**config.mk**
```make
export PLATFORM = sky130hd
export DESIGN_NAME = ppfs_port_pin_select
export DESIGN_NICKNAME = d
export VERILOG_FILES = /design/src/include/ppfs_pkg.sv /design/src/rtl/ppfs_line_cell.sv /design/src/rtl/ppfs_port_pin_select.sv
export VERILOG_INCLUDE_DIRS = /design/src /design/src/include
export SDC_FILE = /design/constraint.sdc
export NUM_CORES = 1
export LEC_CHECK = 0
export ABC_AREA = 1
export BUFFER_PORTS_ARGS = -buffer_cell sky130_fd_sc_hd__buf_4
export CAP_MARGIN = 20
export CORE_ASPECT_RATIO = 1.1
export CORE_MARGIN = 2
export CORE_UTILIZATION = 52
export CTS_CLUSTER_DIAMETER = 100
export DETAILED_ROUTE_END_ITERATION = 12
export PLACE_DENSITY = 0.84
export SYNTH_ARGS = -nofsm -noshare
export SYNTH_HDL_FRONTEND = slang
export SYNTH_HIERARCHICAL = 1
export SYNTH_SLANG_ARGS = --single-unit
```
**constraint.sdc**
```tcl
create_clock -name sys_clk_i -period 2.1 [get_ports sys_clk_i]
set_input_delay 0.42 -clock sys_clk_i [delete_from_list [all_inputs] [get_ports sys_clk_i]]
set_output_delay 0.42 -clock sys_clk_i [all_outputs]
set_load 0.03 [all_outputs]
```
**src/include/ppfs_params.svh**
```systemverilog
// Purpose: Constants for the port pin function select block
// Assumes: Eight port lines, lines 0..6 two-way, line 7 input only
// Notes:   Definitions only
`ifndef PPFS_PARAMS_SVH
`define PPFS_PARAMS_SVH

// Count of two-way lines and of all lines
`define PPFS_IO_LINES      7
`define PPFS_ALL_LINES     8

// Line positions of the shared functions
`define PPFS_LINE_TONE_P   0
`define PPFS_LINE_TONE_N   1
`define PPFS_LINE_CNT_1ST  2
`define PPFS_LINE_IRQ      3
`define PPFS_LINE_CNT_2ND  4
`define PPFS_LINE_OSC_OUT  5
`define PPFS_LINE_OSC_IN   6
`define PPFS_LINE_INIT     7

// Reset values of the registered outputs
`define PPFS_RST_IO        7'h00
`define PPFS_RST_ALL       8'h00
`define PPFS_RST_HIGH      1'h1
`define PPFS_RST_LOW       1'h0

`endif

```
**src/include/ppfs_pkg.sv**
```systemverilog
// Purpose: Types for the port pin function select block
// Assumes: ppfs_params.svh gives the line counts
// Notes:   Encodings of the configuration options live here
`include "ppfs_params.svh"

package ppfs_pkg;

  // Configuration capture phase
  typedef enum logic [0:0] {
    PPFS_LOAD = 1'b0,
    PPFS_RUN  = 1'b1
  } ppfs_phase_type;

  // Oscillator pin arrangement option
  typedef enum logic [1:0] {
    PPFS_OSC_RC_IO  = 2'b00,
    PPFS_OSC_XTAL   = 2'b01,
    PPFS_OSC_RC_RTC = 2'b10,
    PPFS_OSC_EXT_RC = 2'b11
  } ppfs_osc_type;

  // Internal RC nominal frequency option (12, 8 or 4 MHz)
  typedef enum logic [1:0] {
    PPFS_FREQ_4M  = 2'b00,
    PPFS_FREQ_8M  = 2'b01,
    PPFS_FREQ_12M = 2'b10
  } ppfs_freq_type;

  // Whole registered state of the top module
  typedef struct packed {
    ppfs_phase_type                 phase;
    ppfs_osc_type                   osc;
    logic                           rst_pin;
    ppfs_freq_type                  freq;
    logic                           rc_en;
    logic [1:0]                     osc_own;
    logic [`PPFS_IO_LINES-1:0]      pad_out;
    logic [`PPFS_IO_LINES-1:0]      pad_oe;
    logic [`PPFS_IO_LINES-1:0]      pull;
    logic [`PPFS_ALL_LINES-1:0]     rd;
    logic [`PPFS_ALL_LINES-1:0]     prev;
    logic                           wake;
    logic                           cnt_1st;
    logic                           cnt_2nd;
    logic                           irq_n;
    logic                           init_n;
    logic                           clk_in;
  } ppfs_state_type;

endpackage

```
**src/rtl/ppfs_line_cell.sv**
```systemverilog
// Purpose: Driver, pull and wake gating of one two-way port line
// Assumes: Purely combinational; the caller registers the results
// Notes:   Oscillator ownership overrides every port use of the line
`timescale 1ns/10ps

module ppfs_line_cell (
  input  wire logic dir_in_i,    // High: line is a Schmitt input
  input  wire logic data_i,      // Software output latch
  input  wire logic pull_req_i,  // Software pull-high bit
  input  wire logic wake_req_i,  // Software wake-up bit
  input  wire logic alt_en_i,    // Shared output function active
  input  wire logic alt_val_i,   // Value of the shared output function
  input  wire logic osc_own_i,   // Line given to the oscillator
  input  wire logic run_i,       // Configuration has been captured
  output logic      oe_o,        // Output driver enable
  output logic      out_o,       // Output level
  output logic      pull_o,      // Pull-high switch
  output logic      wake_arm_o   // Line may wake the core
);

  // Gate shared by the enable, pull and wake paths: idle until configured, off when owned
  logic usable;
  assign usable = run_i & ~osc_own_i;

  // output or input
  // Push-pull driver only when software picks the output direction
  assign oe_o = usable & ~dir_in_i;

  // Shared function replaces the latch value while it is enabled
  assign out_o = alt_en_i ? alt_val_i : data_i;

  // oscillator isolation
  // Pull only from its own bit; never on an oscillator pin
  assign pull_o = usable & pull_req_i;

  assign wake_arm_o = usable & wake_req_i;

endmodule

```
**src/rtl/ppfs_port_pin_select.sv**
```systemverilog
// Purpose: Pin function and I/O configuration of an eight-line port
// Assumes: Inputs synchronous to sys_clk_i; options steady after reset
// Notes:   Summary of operation follows
// Summary of operation
// - Lines 0 to 6: push-pull output or Schmitt input
// - Per-line bit enables wake from power-down
// - Pull-high only when its bit is set
// - Lines 0 and 1 drive complementary tone
// - Line 2 feeds first counter input
// - Line 3 is active-low interrupt, still I/O
// - Line 4 feeds second counter input
// - Option maps lines 5 and 6 to oscillator
// - Internal RC selects 12, 8 or 4 MHz
// - Line 7: reset input or input only
`timescale 1ns/10ps

// Line counts and positions, guarded against double inclusion
`include "ppfs_params.svh"

module ppfs_port_pin_select (
  input  wire logic                        sys_clk_i,
  input  wire logic                        resetn_i,
  // Configuration options, caught once after reset release
  input  wire logic [1:0]                  osc_mode_i,
  input  wire logic                        init_pin_sel_i,
  input  wire logic [1:0]                  rc_freq_sel_i,
  // Software control bits
  input  wire logic [`PPFS_IO_LINES-1:0]   io_dir_i,
  input  wire logic [`PPFS_IO_LINES-1:0]   io_data_i,
  input  wire logic [`PPFS_IO_LINES-1:0]   pull_en_i,
  input  wire logic [`PPFS_ALL_LINES-1:0]  wake_en_i,
  input  wire logic                        tone_en_i,
  input  wire logic                        tone_drive_out_i,
  // Pads
  input  wire logic [`PPFS_ALL_LINES-1:0]  pad_in_i,
  output logic [`PPFS_IO_LINES-1:0]        pad_out_o,
  output logic [`PPFS_IO_LINES-1:0]        pad_oe_o,
  output logic [`PPFS_IO_LINES-1:0]        pad_pull_o,
  // Core side
  output logic [`PPFS_ALL_LINES-1:0]       port_rd_o,
  output logic                             wake_o,
  output logic                             count_input_first_o,
  output logic                             count_input_second_o,
  output logic                             irq_n_o,
  output logic                             chip_init_n_o,
  output logic                             clock_pin_in_o,
  output logic [1:0]                       osc_own_o,
  output logic                             rc_osc_en_o,
  output logic [1:0]                       rc_freq_o
);

  ppfs_pkg::ppfs_state_type st;       // Registered state
  ppfs_pkg::ppfs_state_type next_st;  // Next state

  // Option values that steer the current cycle
  ppfs_pkg::ppfs_osc_type  osc_now;   // Oscillator option in force
  logic                    rst_now;   // Line 7 is the reset input
  logic                    run_now;   // Configuration captured
  logic                    own5;      // Line 5 taken by oscillator
  logic                    own6;      // Line 6 taken by oscillator
  logic [`PPFS_IO_LINES-1:0] own_vec; // Ownership per two-way line

  // Per-line results of the cells
  logic [`PPFS_IO_LINES-1:0] cell_oe;    // Driver enables
  logic [`PPFS_IO_LINES-1:0] cell_out;   // Drive levels
  logic [`PPFS_IO_LINES-1:0] cell_pull;  // Pull switches
  logic [`PPFS_IO_LINES-1:0] cell_wake;  // Wake arming
  logic [`PPFS_IO_LINES-1:0] alt_en;     // Shared output active
  logic [`PPFS_IO_LINES-1:0] alt_val;    // Shared output value
  logic [`PPFS_ALL_LINES-1:0] wake_arm;  // Arming incl. line 7
  logic [`PPFS_ALL_LINES-1:0] rd_mask;   // Lines readable as port

  assign run_now = (st.phase == ppfs_pkg::PPFS_RUN);
  assign osc_now = st.osc;
  assign rst_now = st.rst_pin;

  // oscillator pin map
  // Crystal and RC+RTC take both pins, external RC only line 6
  always_comb begin
    own5 = 1'b0;
    own6 = 1'b0;
    case (osc_now)
      ppfs_pkg::PPFS_OSC_RC_IO: begin
        own5 = 1'b0;
        own6 = 1'b0;
      end
      ppfs_pkg::PPFS_OSC_XTAL,
      ppfs_pkg::PPFS_OSC_RC_RTC: begin
        own5 = 1'b1;
        own6 = 1'b1;
      end
      ppfs_pkg::PPFS_OSC_EXT_RC: begin
        own5 = 1'b0;
        own6 = 1'b1;
      end
      default: begin
        own5 = 1'b0;
        own6 = 1'b0;
      end
    endcase
  end

  // Ownership vector; only lines 5 and 6 can be claimed
  always_comb begin
    own_vec = `PPFS_RST_IO;
    own_vec[`PPFS_LINE_OSC_OUT] = own5;
    own_vec[`PPFS_LINE_OSC_IN]  = own6;
  end

  // complementary tone pair
  // Tone reaches the pad only where the line is an output
  always_comb begin
    alt_en  = `PPFS_RST_IO;
    alt_val = `PPFS_RST_IO;
    alt_en[`PPFS_LINE_TONE_P]  = tone_en_i;
    alt_en[`PPFS_LINE_TONE_N]  = tone_en_i;
    alt_val[`PPFS_LINE_TONE_P] = tone_drive_out_i;
    alt_val[`PPFS_LINE_TONE_N] = ~tone_drive_out_i;
  end

  // One cell per two-way line
  genvar gi;
  generate
    for (gi = 0; gi < `PPFS_IO_LINES; gi = gi + 1) begin : g_line
      ppfs_line_cell u_cell (
        .dir_in_i   (io_dir_i[gi]),
        .data_i     (io_data_i[gi]),
        .pull_req_i (pull_en_i[gi]),
        .wake_req_i (wake_en_i[gi]),
        .alt_en_i   (alt_en[gi]),
        .alt_val_i  (alt_val[gi]),
        .osc_own_i  (own_vec[gi]),
        .run_i      (run_now),
        .oe_o       (cell_oe[gi]),
        .out_o      (cell_out[gi]),
        .pull_o     (cell_pull[gi]),
        .wake_arm_o (cell_wake[gi])
      );
    end
  endgenerate

  // line 7 input only
  // In reset mode line 7 is neither readable nor a wake source
  always_comb begin
    wake_arm = {(run_now & ~rst_now & wake_en_i[`PPFS_LINE_INIT]),
                cell_wake};
    rd_mask  = {(run_now & ~rst_now), (~own_vec & {7{run_now}})};
  end

  // Next-state logic for every registered output
  always_comb begin
    next_st = st;
    case (st.phase)
      // Options are caught once, the first edge after release
      ppfs_pkg::PPFS_LOAD: begin
        next_st.osc     = ppfs_pkg::ppfs_osc_type'(osc_mode_i);
        next_st.rst_pin = init_pin_sel_i;
        next_st.freq    = ppfs_pkg::ppfs_freq_type'(rc_freq_sel_i);
        next_st.phase   = ppfs_pkg::PPFS_RUN;
      end
      ppfs_pkg::PPFS_RUN: begin
        next_st.phase = ppfs_pkg::PPFS_RUN;
      end
      default: begin
        next_st.phase = ppfs_pkg::PPFS_LOAD;
      end
    endcase
    next_st.pad_oe  = cell_oe;
    next_st.pad_out = cell_out & cell_oe;
    next_st.pull    = cell_pull;
    // Port read shows pad levels, masked where not a port line
    next_st.rd      = pad_in_i & rd_mask;
    next_st.prev    = pad_in_i;
    // wake on change
    // Any armed line whose level moved raises a one-cycle wake
    next_st.wake    = |(wake_arm & (pad_in_i ^ st.prev));
    next_st.cnt_1st = run_now & pad_in_i[`PPFS_LINE_CNT_1ST];
    next_st.cnt_2nd = run_now & pad_in_i[`PPFS_LINE_CNT_2ND];
    // interrupt with I/O
    // Pin is watched whatever its direction; idle high
    next_st.irq_n   = ~run_now | pad_in_i[`PPFS_LINE_IRQ];
    next_st.init_n  = ~(run_now & rst_now) | pad_in_i[`PPFS_LINE_INIT];
    next_st.clk_in  = own6 & run_now & pad_in_i[`PPFS_LINE_OSC_IN];
    next_st.osc_own = {own6 & run_now, own5 & run_now};
    // internal RC frequency
    // RC runs in the internal modes; reserved code falls to 4 MHz
    next_st.rc_en   = run_now &
                      ((osc_now == ppfs_pkg::PPFS_OSC_RC_IO) ||
                       (osc_now == ppfs_pkg::PPFS_OSC_RC_RTC));
    next_st.freq    = (next_st.freq == ppfs_pkg::PPFS_FREQ_8M ||
                       next_st.freq == ppfs_pkg::PPFS_FREQ_12M) ?
                      next_st.freq : ppfs_pkg::PPFS_FREQ_4M;
  end

  // State register; constants only under reset
  always_ff @(posedge sys_clk_i or negedge resetn_i) begin
    if (!resetn_i) begin
      st         <= '0;
      st.phase   <= ppfs_pkg::PPFS_LOAD;
      st.osc     <= ppfs_pkg::PPFS_OSC_RC_IO;
      st.freq    <= ppfs_pkg::PPFS_FREQ_4M;
      st.irq_n   <= `PPFS_RST_HIGH;
      st.init_n  <= `PPFS_RST_HIGH;
      st.rd      <= `PPFS_RST_ALL;
      st.pad_oe  <= `PPFS_RST_IO;
    end else begin
      st <= next_st;
    end
  end

  // Outputs straight from the state flops
  assign pad_out_o            = st.pad_out;
  assign pad_oe_o             = st.pad_oe;
  assign pad_pull_o           = st.pull;
  assign port_rd_o            = st.rd;
  assign wake_o               = st.wake;
  assign count_input_first_o  = st.cnt_1st;
  assign count_input_second_o = st.cnt_2nd;
  assign irq_n_o              = st.irq_n;
  assign chip_init_n_o        = st.init_n;
  assign clock_pin_in_o       = st.clk_in;
  assign osc_own_o            = st.osc_own;
  assign rc_osc_en_o          = st.rc_en;
  assign rc_freq_o            = st.freq;
endmodule

```
==> metrics.yaml <==
status:
  run_status: "complete, no violations"
clocking:
  cts_resized: 0
  cts_inserted_buffers: 5
  post-cts-setup-buffers: 0
  cts_buffer_depth: 2
  worstSkewPairLatency_ns: 0.29
  postCtsHoldBufs: 0
  clkSlewWorstSetupHoldPaths_ns: 0.09
  cts.sink_count: 50
  cts-root-buf: "sky130_fd_sc_hd__clkbuf_8"
  cts_tree: "yes"
  htree_levels: 2
routing:
  first_pass_iters: 4
  vias: 1663
  avgViaCountPerCell: 4.16
  wire_per_inst_microns: 9.95
  drt.antenna.violating_nets: 0
  drc_marker_count_from_the_first_detailed_route_iteration: 154
  routed_wl_microns: 3980
  drt_drc_violations_left: 0
synthesis:
  edff_count_synth: 0
  post_synth_instance_area_sq_um: 2280
  ys.warnings.count: 6
  cell_count_after_synthesis: 268
  synth_largest_type_area_fraction_pct: 52.7
  syn-mean-instance-area_sq_um: 8.51
  synthArstFlopShare_pct: 100
  netlist-cell-type-count: 18
  synth_top_cell_by_area: "sky130_fd_sc_hd__dfrtp_1"
  post_synth_most_frequent_cells: "61 x sky130_fd_sc_hd__inv_1, 58 x sky130_fd_sc_hd__nand2_1, 48 x sky130_fd_sc_hd__dfrtp_1, 33 x sky130_fd_sc_hd__buf_4, 30 x sky130_fd_sc_hd__nor2_1"
  most_frequent_cell_after_synthesis: "sky130_fd_sc_hd__inv_1"
  ys_seq_elements: 50
  synth.area.top_cells: "sky130_fd_sc_hd__dfrtp_1 53%, sky130_fd_sc_hd__buf_4 11%, sky130_fd_sc_hd__inv_1 10%, sky130_fd_sc_hd__nand2_1 9.5%, sky130_fd_sc_hd__nor2_1 4.9%"
  synth_sequential_area_ratio_pct: 55.0
  synth_top_flop_cell: "sky130_fd_sc_hd__dfrtp_1"
floorplanning:
  initial_core_util_pct: 53.6
  boundaryPins: 86
  core_area_sq_um: 4250
  fp.dieW_microns: 67.1
  die_height_microns: 73.4
  die_ar_sq_um: 4930
  site_row_count: 25
timing:
  min_period_ns: 1.54
  fin_tns_setup_ns: 0
  timing.final.hold_violations: 0
  slew_viol_final: 0
  setup_repair_after_global_routing_missed_its_margin: "no"
  final-setup-viol-count: 0
  post-route-period-util_pct: 73.4
  worst-slew-pin-transition_ns: 0.846
  fin_skew_ns: 0.00505
  fmax_mhz: 649
  timing.slew.headroom_pct: 43.6
  worst_hold_slack_ns: 0.131
worst_setup_path:
  worstPathMaxFanout: 20
  worst_r2r_path_depth: 4
  crit_type: "reg -> reg"
  worst_reg2reg_path_startpoint: "run_now"
  end_kind: "flop"
  worstPathRequired_ns: 2.29
  cp.arrival_ns: 1.73
  r2r-end: "rc_freq_o[1]"
  reg2reg_slack_ns: 0.56
  setup.worst_path.start_class: "flop"
pwr:
  p_leak_nw: 1.79
  total_power_mw: 2.02
  power.density_cell_area_nw_per_um2: 696
  max_ir_drop_vdd_mv: 0.457
placed_design:
  detailed_place_hpwl_microns: 3130
  numPortBuffers: 85
  place_congestion: 0.729
  dp.cells: 392
layout:
  nets: 393
  post_route_cells_drive_above_1_share_pct: 31.8
  layout.core_utilization_pct: 68.4
  diodes: 0
  layout-area-overhead-vs-synth_pct: 27.6
  final_non_filler_cell_total: 400
global_route:
  global_route_wire_length_before_repair_microns: 6420
  grt_overflow: 0
  largest_net_degree_at_the_start_of_global_routing: 51
  vias_in_the_first_global_route: 1603
  number_of_antenna_violations_at_the_first_check_in_global_routing: 0
  grt_usage_pct: 17.4
min_path:
  hold_path.class: "in -> async"
flow_run:
  max_cap_viol_count: 0
[power breakdown]
part	switching, mW	leakage (nW)	total [mW]	internal, mW
clock network	0.290	0.0575	0.623	0.333
registers	0.0255	0.641	1.04	1.02
logic	0.212	1.10	0.361	0.149
[per-layer routing]
metal | global-route usage (%) | vias to the layer above | share of wire [%]
met3 | 5.05 | 7 | 6.3
li1 | - | 858 | -
met2 | 32.6 | 47 | 54
met5 | 0 | - | 0
met4 | 6.12 | 0 | 1.8
met1 | 18.1 | 751 | 38
[how the worst max path moves through the flow]
stage,from,to,slack (ns),cells after the start
4_1_cts,run_now,rc_freq_o[1],0.56,4
2_1_floorplan,osc_now[1],wake_o,0.92,9
3_3_place_gp,run_now,rc_freq_o[1],0.63,4
3_5_place_dp,run_now,rc_freq_o[1],0.57,4
5_1_grt,run_now,wake_o,0.43,6
6_report,run_now,rc_freq_o[1],0.56,4
[state kept, by name (all words and copies together) (netlist names)]
name            cells
port_rd_o           8
st                  8
pad_oe_o            7
pad_out_o           7
pad_pull_o          7
osc_now             2
osc_own_o           2
rc_freq_o           2
chip_init_n_o       1
clock_pin_in_o      1
irq_n_o             1
rc_osc_en_o         1
rst_now             1
run_now             1
wake_o              1
[critical path, stage by stage (launching register included)]
cell	delay, ns
sky130_fd_sc_hd__dfrtp_1	0.90
sky130_fd_sc_hd__inv_2	0.22
sky130_fd_sc_hd__nand2_2	0.11
sky130_fd_sc_hd__nand2_2	0.05
sky130_fd_sc_hd__and2_1	0.14
[cells by family (layout without fill, tap and decap cells)]
group           after synthesis  in the layout  synth area share, %
simple gates                112            112                 20.5
buf+inv                      98            157                 21.9
flops                        50             50                 55.0
compound gates                3              3                0.769
fa+ha+maj                     2              2                 1.10
other cells                   2             21                0.329
mux                           1              1                0.439
[cell usage in the layout, fill, tap and decap left out]
cell / count
sky130_fd_sc_hd__nor2_2: 1
sky130_fd_sc_hd__dfstp_2: 2
sky130_fd_sc_hd__mux2i_1: 1
sky130_fd_sc_hd__clkbuf_8: 8
sky130_fd_sc_hd__inv_1: 61
sky130_fd_sc_hd__nand2_2: 11
sky130_fd_sc_hd__nand3_1: 8
sky130_fd_sc_hd__nor2_1: 30
sky130_fd_sc_hd__ha_1: 2
sky130_fd_sc_hd__dfrtp_1: 48
sky130_fd_sc_hd__nand2_1: 58
sky130_fd_sc_hd__nor3_1: 3
sky130_fd_sc_hd__o21ai_1: 2
sky130_fd_sc_hd__conb_1: 21
sky130_fd_sc_hd__and2_1: 1
sky130_fd_sc_hd__buf_4: 85
sky130_fd_sc_hd__o21a_1: 1
sky130_fd_sc_hd__inv_2: 3
[area by class of cell]
cell class	count	area (sq um)
Fill cell	347	1350
Sequential cell	50	1250
Clock buffer	8	110
Multi-Input combinational cell	139	598
Inverter	64	240
Tap cell	54	67.6
Timing Repair Buffer	85	638
[metrics by stage]
stage                     worst slack (ns)  instance area [sq um]
after floorplan                      0.919                   2350
after global placement               0.632                   2800
after detailed placement             0.573                   2800
after CTS                            0.559                   2910
after global routing                 0.428                   2910
final                                0.559                   2910
No activity file was read; power rests on OpenSTA's default activity.
